===== config.mk =====
export PLATFORM = sky130hd
export DESIGN_NAME = dspc_top
export DESIGN_NICKNAME = d
export VERILOG_FILES = /design/src/design/dspc_pkg.sv /design/src/design/dspc_buf.sv /design/src/design/dspc_top.sv
export SDC_FILE = /design/constraint.sdc
export NUM_CORES = 2
export LEC_CHECK = 0
export BUFFER_PORTS_ARGS = -buffer_cell sky130_fd_sc_hd__buf_2
export CAP_MARGIN = 15
export CORE_MARGIN = 4
export CORE_UTILIZATION = 40
export CTS_BUF_LIST = sky130_fd_sc_hd__clkbuf_8
export DETAILED_ROUTE_END_ITERATION = 10
export SLEW_MARGIN = 40
export SYNTH_ARGS = -nofsm -noshare
export SYNTH_HDL_FRONTEND = slang
export SYNTH_SLANG_ARGS = --single-unit

===== constraint.sdc =====
create_clock -name clk_i -period 4.4 [get_ports clk_i]
set_input_delay 0.88 -clock clk_i [delete_from_list [all_inputs] [get_ports clk_i]]
set_output_delay 0.88 -clock clk_i [all_outputs]
set_load 0.01 [all_outputs]

===== src/design/dspc_pkg.sv =====
// dspc_pkg: register map, field layout, reset values and enumerations
// of the sawtooth / tuning word / phase offset configuration block.
// assumes a 7-bit register address and 16-bit register data.

package dspc_pkg;

  // ==========================================================
  // widths
  localparam int ADDR_W  = 7;
  localparam int DATA_W  = 16;
  localparam int SAMP_W  = 12;
  localparam int TW_W    = 24;
  localparam int PHASE_W = 16;
  localparam int HOLD_W  = 6;
  localparam int NCH     = 4;
  localparam int SHIFT_W = 5;

  // ==========================================================
  // register offsets
  localparam logic [ADDR_W-1:0] ADDR_SAW_CH3_CH4 = 7'h36;
  localparam logic [ADDR_W-1:0] ADDR_SAW_CH1_CH2 = 7'h37;
  localparam logic [ADDR_W-1:0] ADDR_TW_HIGH     = 7'h3e;
  localparam logic [ADDR_W-1:0] ADDR_TW_LOW      = 7'h3f;
  localparam logic [ADDR_W-1:0] ADDR_PH_CH4      = 7'h40;
  localparam logic [ADDR_W-1:0] ADDR_PH_CH3      = 7'h41;
  localparam logic [ADDR_W-1:0] ADDR_PH_CH2      = 7'h42;
  localparam logic [ADDR_W-1:0] ADDR_PH_CH1      = 7'h43;
  localparam logic [ADDR_W-1:0] ADDR_TRIG_CTRL   = 7'h44;
  localparam logic [ADDR_W-1:0] ADDR_SRC_CTRL    = 7'h45;

  // ==========================================================
  // reset values
  localparam logic [DATA_W-1:0] SAW_CFG_RST = 16'h0404;
  localparam logic [DATA_W-1:0] REG_RST     = 16'h0000;

  // ==========================================================
  // field positions
  localparam int HOLD_ODD_LSB   = 10;
  localparam int SHAPE_ODD_LSB  = 8;
  localparam int HOLD_EVEN_LSB  = 2;
  localparam int SHAPE_EVEN_LSB = 0;
  localparam int TW_LOW_LSB     = 8;
  localparam int FIRST_ONLY_BIT = 1;
  localparam int COS_BIT_BASE   = 3;
  localparam int MSB_BIT_BASE   = 2;
  localparam int CH_BIT_STRIDE  = 4;
  localparam int PH_RAM_BIT     = 9;
  localparam int TW_RAM_BIT     = 0;
  localparam int RAM_PH_BITS    = 8;

  // ==========================================================
  // constants
  localparam logic [SAMP_W-1:0]  SAW_MAX      = 12'hfff;
  localparam logic [PHASE_W-1:0] COSINE_SHIFT = 16'h4000;
  localparam logic [TW_W-1:0]    TW_ONES      = 24'hffffff;

  typedef enum logic [1:0] {
    DSPC_RAMP_UP   = 2'h0,
    DSPC_RAMP_DOWN = 2'h1,
    DSPC_TRIANGLE  = 2'h2,
    DSPC_ZERO      = 2'h3
  } dspc_shape_t;

  typedef enum logic [1:0] {
    DSPC_FETCH_TW = 2'b01,
    DSPC_FETCH_PH = 2'b10
  } dspc_fetch_t;

endpackage


===== src/design/dspc_buf.sv =====
// dspc_buf: two-entry buffer with valid/ready on both sides.
// assumes the filling side holds its data while in_ready_o is low.
`timescale 1ns/1ps

module dspc_buf #(
  parameter int W = 8
) (
  input  wire logic         clk_i,
  input  wire logic         sys_rst_i,
  input  wire logic         in_valid_i,
  output logic              in_ready_o,
  input  wire logic [W-1:0] in_data_i,
  output logic              out_valid_o,
  input  wire logic         out_ready_i,
  output logic [W-1:0]      out_data_o
);

  logic [W-1:0] hold_data;
  logic         hold_valid;
  logic         push;
  logic         pop;

  // full only when both entries are taken
  assign in_ready_o = !hold_valid;
  assign push       = in_valid_i && !hold_valid;
  assign pop        = out_valid_o && out_ready_i;

  always_ff @(posedge clk_i) begin
    if (sys_rst_i) begin
      out_valid_o <= 1'b0;
      hold_valid  <= 1'b0;
      out_data_o  <= '0;
      hold_data   <= '0;
    end else if (pop) begin
      if (hold_valid) begin
        out_data_o <= hold_data;
        hold_valid <= 1'b0;
      end else begin
        out_valid_o <= push;
        out_data_o  <= in_data_i;
      end
    end else if (push) begin
      if (out_valid_o) begin
        hold_data  <= in_data_i;
        hold_valid <= 1'b1;
      end else begin
        out_data_o  <= in_data_i;
        out_valid_o <= 1'b1;
      end
    end
  end

endmodule


===== src/design/dspc_top.sv =====
// dspc_top: configuration registers, phase accumulator, per-channel
// phase offset and sawtooth generators of a four-channel generator.
// assumes a decoded host register port and a pattern RAM with one
// cycle of read latency after ram_addr_o.
`timescale 1ns/1ps

// Functional notes
// - six-bit hold count per channel, reset one
// - shape code picks up, down, triangle, zero
// - tuning word is upper sixteen plus eight
// - four sixteen-bit phase offsets, reset zero
// - delay once or every pattern, shared bit
// - per-channel cosine select, resets to sine
// - address steps on channel phase MSB when set
// - channel three phase from RAM top bits
// - tuning word from RAM at channel one
// - all control bits reset to zero
// - placement shifts RAM word inside word
// - begin addresses locate RAM-sourced words
module dspc_top
  import dspc_pkg::*;
(
  input  wire logic                          clk_i,
  input  wire logic                          sys_rst_i,
  input  wire logic                          reg_wr_i,
  input  wire logic [dspc_pkg::ADDR_W-1:0]   reg_addr_i,
  input  wire logic [dspc_pkg::DATA_W-1:0]   reg_wdata_i,
  output logic      [dspc_pkg::DATA_W-1:0]   reg_rdata_o,
  input  wire logic [dspc_pkg::SAMP_W-1:0]   pattern_begin_ch1_i,
  input  wire logic [dspc_pkg::SAMP_W-1:0]   pattern_begin_ch3_i,
  input  wire logic [dspc_pkg::SHIFT_W-1:0]  ram_freq_word_placement_i,
  output logic      [dspc_pkg::SAMP_W-1:0]   ram_addr_o,
  input  wire logic [dspc_pkg::SAMP_W-1:0]   ram_data_i,
  output logic                               first_pattern_only_delay_o,
  output logic      [dspc_pkg::NCH-1:0]      addr_step_o,
  output logic      [dspc_pkg::TW_W-1:0]     freq_word_o,
  output logic                               out_valid_o,
  input  wire logic                          out_ready_i,
  output logic      [dspc_pkg::NCH*dspc_pkg::SAMP_W-1:0]  ch_sample_o,
  output logic      [dspc_pkg::NCH*dspc_pkg::PHASE_W-1:0] ch_phase_o
);
  import dspc_pkg::*;

  // ==========================================================
  // registers
  logic [DATA_W-1:0] sawtooth_cfg_ch1_ch2;
  logic [DATA_W-1:0] sawtooth_cfg_ch3_ch4;
  logic [DATA_W-1:0] tuning_word_high;
  logic [DATA_W-1:0] tuning_word_low;
  logic [DATA_W-1:0] phase_offset [NCH];
  logic [DATA_W-1:0] pattern_trigger_ctrl;
  logic [DATA_W-1:0] pattern_source_ctrl;

  always_ff @(posedge clk_i) begin
    if (sys_rst_i) begin
      sawtooth_cfg_ch1_ch2 <= SAW_CFG_RST;
      sawtooth_cfg_ch3_ch4 <= SAW_CFG_RST;
      tuning_word_high     <= REG_RST;
      tuning_word_low      <= REG_RST;
      for (int i = 0; i < NCH; i++) begin
        phase_offset[i] <= REG_RST;
      end
      pattern_trigger_ctrl <= REG_RST;
      pattern_source_ctrl  <= REG_RST;
    end else if (reg_wr_i) begin
      case (reg_addr_i)
        ADDR_SAW_CH1_CH2: sawtooth_cfg_ch1_ch2 <= reg_wdata_i;
        ADDR_SAW_CH3_CH4: sawtooth_cfg_ch3_ch4 <= reg_wdata_i;
        ADDR_TW_HIGH:     tuning_word_high     <= reg_wdata_i;
        ADDR_TW_LOW:      tuning_word_low      <= reg_wdata_i;
        ADDR_PH_CH1:      phase_offset[0]      <= reg_wdata_i;
        ADDR_PH_CH2:      phase_offset[1]      <= reg_wdata_i;
        ADDR_PH_CH3:      phase_offset[2]      <= reg_wdata_i;
        ADDR_PH_CH4:      phase_offset[3]      <= reg_wdata_i;
        ADDR_TRIG_CTRL:   pattern_trigger_ctrl <= reg_wdata_i;
        ADDR_SRC_CTRL:    pattern_source_ctrl  <= reg_wdata_i;
        default: ;
      endcase
    end
  end

  // read data registered; unmapped offsets read zero
  always_ff @(posedge clk_i) begin
    if (sys_rst_i) begin
      reg_rdata_o <= '0;
    end else begin
      case (reg_addr_i)
        ADDR_SAW_CH1_CH2: reg_rdata_o <= sawtooth_cfg_ch1_ch2;
        ADDR_SAW_CH3_CH4: reg_rdata_o <= sawtooth_cfg_ch3_ch4;
        ADDR_TW_HIGH:     reg_rdata_o <= tuning_word_high;
        ADDR_TW_LOW:      reg_rdata_o <= tuning_word_low;
        ADDR_PH_CH1:      reg_rdata_o <= phase_offset[0];
        ADDR_PH_CH2:      reg_rdata_o <= phase_offset[1];
        ADDR_PH_CH3:      reg_rdata_o <= phase_offset[2];
        ADDR_PH_CH4:      reg_rdata_o <= phase_offset[3];
        ADDR_TRIG_CTRL:   reg_rdata_o <= pattern_trigger_ctrl;
        ADDR_SRC_CTRL:    reg_rdata_o <= pattern_source_ctrl;
        default:          reg_rdata_o <= '0;
      endcase
    end
  end

  // ==========================================================
  // field decoding
  function automatic logic [HOLD_W-1:0] hold_of(input int ch,
                                                input logic [DATA_W-1:0] c12,
                                                input logic [DATA_W-1:0] c34);
    logic [DATA_W-1:0] c;
    c = (ch < 2) ? c12 : c34;
    hold_of = (ch % 2 == 1) ? c[HOLD_ODD_LSB +: HOLD_W] : c[HOLD_EVEN_LSB +: HOLD_W];
  endfunction

  function automatic dspc_shape_t shape_of(input int ch,
                                           input logic [DATA_W-1:0] c12,
                                           input logic [DATA_W-1:0] c34);
    logic [DATA_W-1:0] c;
    c = (ch < 2) ? c12 : c34;
    shape_of = dspc_shape_t'((ch % 2 == 1) ? c[SHAPE_ODD_LSB +: 2] : c[SHAPE_EVEN_LSB +: 2]);
  endfunction

  // upper bits kept from the registers, RAM word shifted down
  function automatic logic [TW_W-1:0] place_word(input logic [TW_W-1:0] regw,
                                                 input logic [SAMP_W-1:0] ram,
                                                 input logic [SHIFT_W-1:0] sh);
    place_word = (regw & ~(TW_ONES >> sh)) | ({ram, 12'h000} >> sh);
  endfunction

  logic [TW_W-1:0] reg_freq_word;
  logic            gen_go;

  assign reg_freq_word = {tuning_word_high, tuning_word_low[TW_LOW_LSB +: 8]};
  assign first_pattern_only_delay_o = pattern_trigger_ctrl[FIRST_ONLY_BIT];

  // ==========================================================
  // RAM-sourced words: alternate between the two begin addresses
  dspc_fetch_t               fetch_state;
  dspc_fetch_t               addr_tag;
  dspc_fetch_t               data_tag;
  logic [SAMP_W-1:0]         ram_freq_word;
  logic [RAM_PH_BITS-1:0]    ram_phase_ch3;

  always_ff @(posedge clk_i) begin
    if (sys_rst_i) begin
      fetch_state <= DSPC_FETCH_TW;
      addr_tag    <= DSPC_FETCH_TW;
      data_tag    <= DSPC_FETCH_TW;
      ram_addr_o  <= '0;
    end else begin
      unique case (fetch_state)
        DSPC_FETCH_TW: begin
          ram_addr_o  <= pattern_begin_ch1_i;
          fetch_state <= DSPC_FETCH_PH;
        end
        DSPC_FETCH_PH: begin
          ram_addr_o  <= pattern_begin_ch3_i;
          fetch_state <= DSPC_FETCH_TW;
        end
        default: fetch_state <= DSPC_FETCH_TW;
      endcase
      addr_tag <= fetch_state;
      data_tag <= addr_tag;
    end
  end

  // data on ram_data_i belongs to the address issued two edges back
  always_ff @(posedge clk_i) begin
    if (sys_rst_i) begin
      ram_freq_word <= '0;
      ram_phase_ch3 <= '0;
    end else if (data_tag == DSPC_FETCH_TW) begin
      ram_freq_word <= ram_data_i;
    end else begin
      ram_phase_ch3 <= ram_data_i[SAMP_W-1 -: RAM_PH_BITS];
    end
  end

  // registered so the placement shifter stays off the adder path
  always_ff @(posedge clk_i) begin
    if (sys_rst_i) begin
      freq_word_o <= '0;
    end else if (pattern_source_ctrl[TW_RAM_BIT]) begin
      freq_word_o <= place_word(reg_freq_word, ram_freq_word, ram_freq_word_placement_i);
    end else begin
      freq_word_o <= reg_freq_word;
    end
  end

  // ==========================================================
  // phase accumulator, stalls with the output buffer
  logic [TW_W-1:0] accum;

  always_ff @(posedge clk_i) begin
    if (sys_rst_i) begin
      accum <= '0;
    end else if (gen_go) begin
      accum <= accum + freq_word_o;
    end
  end

  // ==========================================================
  // per-channel phase and sawtooth
  logic [PHASE_W-1:0] ch_phase   [NCH];
  logic [SAMP_W-1:0]  saw_level  [NCH];
  logic [NCH-1:0]     prev_msb;
  logic [NCH*SAMP_W-1:0]  next_samples;
  logic [NCH*PHASE_W-1:0] next_phases;

  genvar g;
  generate
    for (g = 0; g < NCH; g++) begin : g_ch
      logic [PHASE_W-1:0] offset;
      logic [HOLD_W-1:0]  hold_cnt;
      logic               going_down;
      logic [HOLD_W-1:0]  hold;
      dspc_shape_t        shape;
      logic               cos_sel;
      logic               msb_step;

      assign hold     = hold_of(g, sawtooth_cfg_ch1_ch2, sawtooth_cfg_ch3_ch4);
      assign shape    = shape_of(g, sawtooth_cfg_ch1_ch2, sawtooth_cfg_ch3_ch4);
      assign cos_sel  = pattern_source_ctrl[COS_BIT_BASE + g*CH_BIT_STRIDE];
      assign msb_step = pattern_source_ctrl[MSB_BIT_BASE + g*CH_BIT_STRIDE];

      if (g == 2) begin : g_ram_ph
        // only the top RAM bits carry phase; low byte zero
        assign offset = pattern_source_ctrl[PH_RAM_BIT] ?
                        {ram_phase_ch3, 8'h00} : phase_offset[g];
      end else begin : g_reg_ph
        assign offset = phase_offset[g];
      end

      // cosine is sine advanced by a quarter turn
      assign ch_phase[g] = accum[TW_W-1 -: PHASE_W] + offset
                           + (cos_sel ? COSINE_SHIFT : 16'h0000);

      assign next_samples[g*SAMP_W +: SAMP_W]   = saw_level[g];
      assign next_phases[g*PHASE_W +: PHASE_W]  = ch_phase[g];

      always_ff @(posedge clk_i) begin
        if (sys_rst_i) begin
          prev_msb[g]    <= 1'b0;
          addr_step_o[g] <= 1'b0;
        end else if (gen_go) begin
          prev_msb[g]    <= ch_phase[g][PHASE_W-1];
          addr_step_o[g] <= msb_step ?
                            (ch_phase[g][PHASE_W-1] && !prev_msb[g]) : 1'b1;
        end else begin
          addr_step_o[g] <= 1'b0;
        end
      end

      // hold count of zero behaves as one
      always_ff @(posedge clk_i) begin
        if (sys_rst_i) begin
          saw_level[g] <= '0;
          hold_cnt     <= '0;
          going_down   <= 1'b0;
        end else if (gen_go) begin
          if (HOLD_W'(hold_cnt + 6'h01) >= hold) begin
            hold_cnt <= '0;
            unique case (shape)
              DSPC_RAMP_UP:   saw_level[g] <= saw_level[g] + 12'h001;
              DSPC_RAMP_DOWN: saw_level[g] <= saw_level[g] - 12'h001;
              DSPC_TRIANGLE: begin
                if (!going_down) begin
                  if (saw_level[g] == SAW_MAX) begin
                    going_down   <= 1'b1;
                    saw_level[g] <= saw_level[g] - 12'h001;
                  end else begin
                    saw_level[g] <= saw_level[g] + 12'h001;
                  end
                end else if (saw_level[g] == 12'h000) begin
                  going_down   <= 1'b0;
                  saw_level[g] <= saw_level[g] + 12'h001;
                end else begin
                  saw_level[g] <= saw_level[g] - 12'h001;
                end
              end
              DSPC_ZERO: begin
                saw_level[g] <= '0;
                going_down   <= 1'b0;
              end
            endcase
          end else begin
            hold_cnt <= HOLD_W'(hold_cnt + 6'h01);
          end
        end
      end
    end
  endgenerate

  // ==========================================================
  // output buffer; a stalled receiver freezes the generators
  dspc_buf #(
    .W(NCH*(SAMP_W+PHASE_W))
  ) u_buf (
    .clk_i       (clk_i),
    .sys_rst_i   (sys_rst_i),
    .in_valid_i  (1'b1),
    .in_ready_o  (gen_go),
    .in_data_i   ({next_samples, next_phases}),
    .out_valid_o (out_valid_o),
    .out_ready_i (out_ready_i),
    .out_data_o  ({ch_sample_o, ch_phase_o})
  );

endmodule


# Word-level counts from Yosys, hierarchy flattened
# Memory sizes are Yosys's and may differ from the RTL's.
# Index checks and enable logic that the tools add are counted.
[word_totals]
mem_count = 2
romBits = 0
ram_bits = 112
register_bits = 460
input_bits = 68
latch_bits = 0
output_inout_bits = 170
[mem_list]
columns = ["name", "depth", "width", "read_ports", "rd_ports_with_merged_regs", "write_ports", "line_no", "text"]
rows = [
  ["phase_offset", 4, 16, 4, 0, 4, "dspc_top.sv:50", "logic [DATA_W-1:0] phase_offset [NCH];"],
  ["saw_level", 4, 12, 4, 0, 4, "dspc_top.sv:203", "logic [SAMP_W-1:0] saw_level [NCH];"],
]
[classes]
n_mul = 0
n_bitwise = 37
n_reduce_logical = 37
div_mod_pow = 0
add_sub_neg = 21
shift = 2
order_cmp = 4
n_eq_ne = 31
mux = 256
[ops]
columns = ["operator", "n"]
rows = [
  ["112-bit two-way mux", 4],
  ["12-bit two-way mux", 28],
  ["1-bit two-way mux", 203],
  ["16-bit one-hot mux with 10 select lines", 1],
  ["16-bit two-way mux", 5],
  ["16-bit by 15-bit adder with 16-bit output", 4],
  ["16-bit adder", 4],
  ["15-bit two-way mux", 4],
  ["12-bit by 1-bit adder with 12-bit output (second input constant)", 4],
  ["12-bit equality test (second input constant)", 4],
  ["12-bit logical NOT", 4],
  ["12-bit by 1-bit subtractor with 12-bit output (second input constant)", 4],
  ["7-bit equality test (second input constant)", 6],
  ["1-bit bitwise OR", 32],
  ["7-bit by 6-bit equality test with 1-bit output (second input constant)", 4],
  ["24-bit adder", 1],
  ["6-bit by 1-bit adder with 6-bit output (second input constant)", 4],
  ["24-bit bitwise AND", 1],
  ["6-bit >= comparator", 4],
  ["24-bit two-way mux", 1],
  ["6-bit two-way mux", 4],
  ["24-bit inverter", 1],
  ["24-bit bitwise OR", 1],
  ["12-bit one-hot mux with 2 select lines", 1],
  ["15 further kinds", 59],
]

# Depth between registers and ports, before layout
# An unclocked memory read counts as a cell.
[depth]
word_depth = 14
ltp_mapped = 15
depth_no_buf = 13

# By module
# Synthesis repeated with hierarchy kept, for this count alone.
[hier_totals]
hier_cells = 3483
area_unflattened_um2 = 31164.9
[modules_own_cells]
columns = ["module", "cells_per_inst", "seq_area_each_um2", "area_each_um2", "instances"]
rows = [
  ["dspc_top", 2471, 8047.7, 21674.5, 1],
  ["dspc_buf", 1012, 4524.3, 9490.4, 1],
]

# Least setup slack after synthesis
# OpenSTA, ideal clock, no wires.
[synth_path]
path_type = "input to register"
from = "input port reg_addr_i[3] in the netlist's numbering"
to = "memory phase_offset[2][0] (enable)"
slack_ps = 810
t_arrival_ps = 3175
setup_time_ps = 414
path_stages = 5
path_cell_list = "clkbuf_1 -> nor4b_2 -> nand2b_1 -> clkbuf_1 -> o31ai_1"
[synth_rtl]
columns = ["item", "line_no", "text"]
rows = [
  ["from (decl)", "dspc_top.sv:26", "input wire logic [dspc_pkg::ADDR_W-1:0] reg_addr_i,"],
  ["to (decl)", "dspc_top.sv:50", ""],
]

# Final worst setup path
[layout_path]
from = "register accum[9]"
to = "register addr_step_o[0] in the netlist's numbering"
[layout_between]
elab_chain_len = 4
[layout_rtl]
columns = ["item", "line_no", "text"]
rows = [
  ["from (decl)", "dspc_top.sv:190", "logic [TW_W-1:0] accum;"],
  ["from (signal assigned)", "dspc_top.sv:196", "accum <= accum + freq_word_o;"],
  ["16-bit adder", "dspc_top.sv:233", "assign ch_phase[g] = accum[TW_W-1 -: PHASE_W] + offset"],
  ["16-bit by 15-bit adder with 16-bit output", "dspc_top.sv:234", "+ (cos_sel ? COSINE_SHIFT : 16'h0000);"],
  ["1-bit logical AND", "dspc_top.sv:246", "(ch_phase[g][PHASE_W-1] && !prev_msb[g]) : 1'b1;"],
  ["1-bit two-way mux", "dspc_top.sv:245", "addr_step_o[g] <= msb_step ?"],
  ["to (signal, indexed assignment)", "dspc_top.sv:245", ""],
  ["to (decl)", "dspc_top.sv:35", "output logic [dspc_pkg::NCH-1:0] addr_step_o,"],
]
# Every way passes these cells.
# A chain may end at the register's enable or synchronous reset.

==> qor.yml <==
layout.nets: 3868
num-fill-cells: 7290
path_common_cell: "a21oi_1"
ys_ff_latch: 572
stdcell_area_mm2: 0.03391
postCtsSetupBuffers: 0
timing.final.crit_share_pct: 75.48
htreeDepth: 3
final_util_pct: 46.25
clk_pin_slew_ns: 0.06
use_met1_pct: 33.08
crit_buf_inv: 0
synth_warnings: 0
power_density_mw_per_mm2: 391.0
leakage_nw: 14.24
slowest_stage: "dfxtp_1"
area_growth_syn_to_layout_pct: 14.11
worstMarginPinSlew_ns: 0.8542
hp-class: "primary input to flip-flop"
grt_pass1_wl_mm: 145.4
synth-main-ff-cell: "dfxtp_1"
worstHoldEndpoint: "ram_freq_word[3]$_SDFFE_PP0N_"
hold_ws_ns: 0.4308
grt_use_total_pct: 23.62
slew_headroom_pct: 43.06
use_met2_pct: 36.42
cp_top_family: "compound AO/OA/AOI/OAI gates"
firstDrtPassIters: 6
io_pins: 238
syn_inst: 3457
synth.distinct_cells: 88
reg2reg_depth: 12
wl_per_cell_um: 20.47
cts-buffers-inserted: 101
r2r-start: "accum[9]$_SDFFE_PP0N_"
syn_area_mm2: 0.02972
vias: 25800
yosysMostFrequentCell: "nand2_1"
drv_cap: 0
synth_area_leaders: "dfxtp_1 31%, edfxtp_1 11%, nand2_1 8.1%"
max_stage_delay_ns: 0.52
dpl_cell_area_mm2: 0.03171
min_delay_path_depth: 3
grt_pass1_vias: 24060
peakVddDrop_v: 0.0002486
rsz0062_at_grt: "false"
finalMaxSlewViolations: 0
hpwl_mm: 69.04
cts.path.max_buffers: 3
num_rows: 99
cts_tree: "done"
drive_gt1_share_pct: 13.89
setup_ws_ns: 1.079
r2r-end: "addr_step_o[0]$_SDFF_PP0_"
die_x_um: 280.6
yosysTopAreaCellShare_pct: 30.98
insertion_delay_ns: 0.72
die_area_mm2: 0.07873
top_usage_layer: "met2"
synth_top_cell_by_area: "dfxtp_1"
clock_sinks: 572
gr-total-overflow: 0
critPathArrivalTime_ns: 3.96
syn_area_per_cell_um2: 8.597
grt_use_met3_pct: 5.184
place_worst_setup_slack_ns: 1.010
fin_crit_ns: 3.321
gp_congestion: 0.9502
finalSetupViolCount: 0
netlist_top_cells_count: "640 x nand2_1, 460 x dfxtp_1, 365 x a21oi_1, 227 x nor2_1, 204 x o21ai_0"
crit_path_end_kind: "flip-flop"
cts-root-buf: "clkbuf_8"
cts.repair.resized: 0
portBuffers: 237
core_mm2: 0.07333
hold_viol: 0
status: "complete, no violations"
worstPathCellList: "ha_1 -> ha_1 -> fa_1 -> a21oi_1 -> o21bai_1 -> a21oi_1 -> o211ai_1 -> a31o_2 -> a21oi_1 -> xnor2_1 -> nand2b_1 -> a21oi_1"
drc: 0
fin_skew_ns: 0.03419
synth-edff-count: 112
critPathKind: "flip-flop to flip-flop"
cts_hold_buf: 0
async_reset_ff_share_pct: 0
timing.fmax_mhz: 301.1
reg2reg_slack_ns: 1.08
start_kind: "flip-flop"
syn_nets: 3711
tns_ns: 0
hp-start: "ram_data_i[3]"
cp_max_fo: 6
antenna_found_initial: 7
start_util_pct: 40.53
die_h_um: 280.6
drtIter0Drc: 2283
worstPathRequired_ns: 5.04
viasPerCell: 5.531
drt-total-wl_mm: 95.46
synth_seq_area_share_pct: 42.30
antenna_left: 0
grt_max_degree: 143
-- power breakdown --
part / leakage, nW / switching, mW / internal (mW) / total, mW
Clock: 1.26 / 2.31 / 2.93 / 5.23
Combinational: 8.08 / 1.09 / 0.686 / 1.78
Sequential: 4.90 / 0.471 / 5.78 / 6.25
Total: 14.2 / 3.87 / 9.39 / 13.3
-- cell usage in the layout (no fill, tap or decap), drive strengths merged, types with 27 or more instances in the layout --
master  instances
a211oi         27
a21o           66
a21oi         365
a22oi          33
and2           80
and3           37
buf           294
clkbuf        125
dfxtp         460
edfxtp        112
ha            177
inv           116
mux2           27
mux2i          96
nand2         640
nand2b         33
nand3          51
nor2          229
nor2b          27
nor3           49
o21ai         205
xnor2          53
xor2           48
-- logic make-up (layout without fill, tap and decap cells) --
kind of cell / count (synthesis) / in the layout / synth area share [%]
and+or+nand+nor: 1221 / 1221 / 18.37
AOI/OAI and AO/OA: 937 / 937 / 19.52
DFF: 572 / 572 / 42.30
buffers and inverters: 311 / 554 / 4.067
adders and majority gates: 186 / 186 / 8.058
muxes: 129 / 129 / 4.711
xor gates and xnor gates: 101 / 101 / 2.976
other: 0 / 5 / 0
-- worst reg2reg max path: cells and delay by family (launching register included) --
kind / cells / cell delay (ns)
DFF: 1 / 0.52
and+or+nand+nor: 1 / 0.12
xor gates and xnor gates: 1 / 0.23
adders and majority gates: 3 / 0.95
AOI/OAI and AO/OA: 7 / 1.44
-- stage by stage --
| step | total power [mW] | cells |
|---|---|---|
| 5_1_grt | 13.88 | 4663 |
| 4_1_cts | 13.38 | 4658 |
| 3_5_place_dp | 8.127 | 4469 |
| 6_report | 13.26 | 4664 |
| 3_3_place_gp | 8.101 | 4468 |
| 2_1_floorplan | 7.434 | 3457 |
-- registers in the layout, indices dropped and copies added (netlist names), 16 cells and up --
register              cells
sawtooth_cfg_ch1_ch2     16
g_ch.hold_cnt            24
tuning_word_high         16
sawtooth_cfg_ch3_ch4     16
reg_rdata_o              16
freq_word_o              24
phase_offset             64
pattern_source_ctrl      16
tuning_word_low          16
accum                    24
pattern_trigger_ctrl     16
saw_level                48
u_buf.hold_data         112
u_buf.out_data_o        112
-- metal layers --
| layer | share of wire (%) | wire length [um] | vias to the layer above |
|---|---|---|---|
| met3 | 7.4 | 7075 | 189 |
| li1 | - | - | 12560 |
| met4 | 3.1 | 2941 | 0 |
| met5 | 0 | 0 | - |
| met1 | 46 | 43690 | 12180 |
| met2 | 44 | 41750 | 866 |
-- worst max-delay path by stage --
stage | startpoint | end | slack [ns] | cells after the start
2_1_floorplan | reg_addr_i[3] | phase_offset[2][0]$_SDFFCE_PN0P_ | 0.81 | 5
3_3_place_gp | reg_addr_i[3] | pattern_trigger_ctrl[5]$_SDFFE_PP0P_ | 1.08 | 8
3_5_place_dp | reg_addr_i[3] | pattern_trigger_ctrl[11]$_SDFFE_PP0P_ | 1.01 | 8
4_1_cts | saw_level[3][0]$_SDFFCE_PP0P_ | saw_level[3][6]$_SDFFCE_PP0P_ | 1.06 | 9
5_1_grt | accum[9]$_SDFFE_PP0N_ | addr_step_o[1]$_SDFF_PP0_ | 0.78 | 12
6_report | accum[9]$_SDFFE_PP0N_ | addr_step_o[0]$_SDFF_PP0_ | 1.08 | 12
-- cell type report --
class                   instances  area, um^2  share of cell area (%)
clock inverters                64       450.4                   1.328
well taps                     959        1200                   3.538
flip-flops and latches        572       12570                   37.07
diodes                          5       12.51                 0.03689
clock buffers                 125        1720                   5.073
repair buffers                294        1667                   4.914
inverters                      71       266.5                  0.7858
multi-input cells            2574       16020                   47.25
Note: power is estimated with default switching activity, not from simulation.
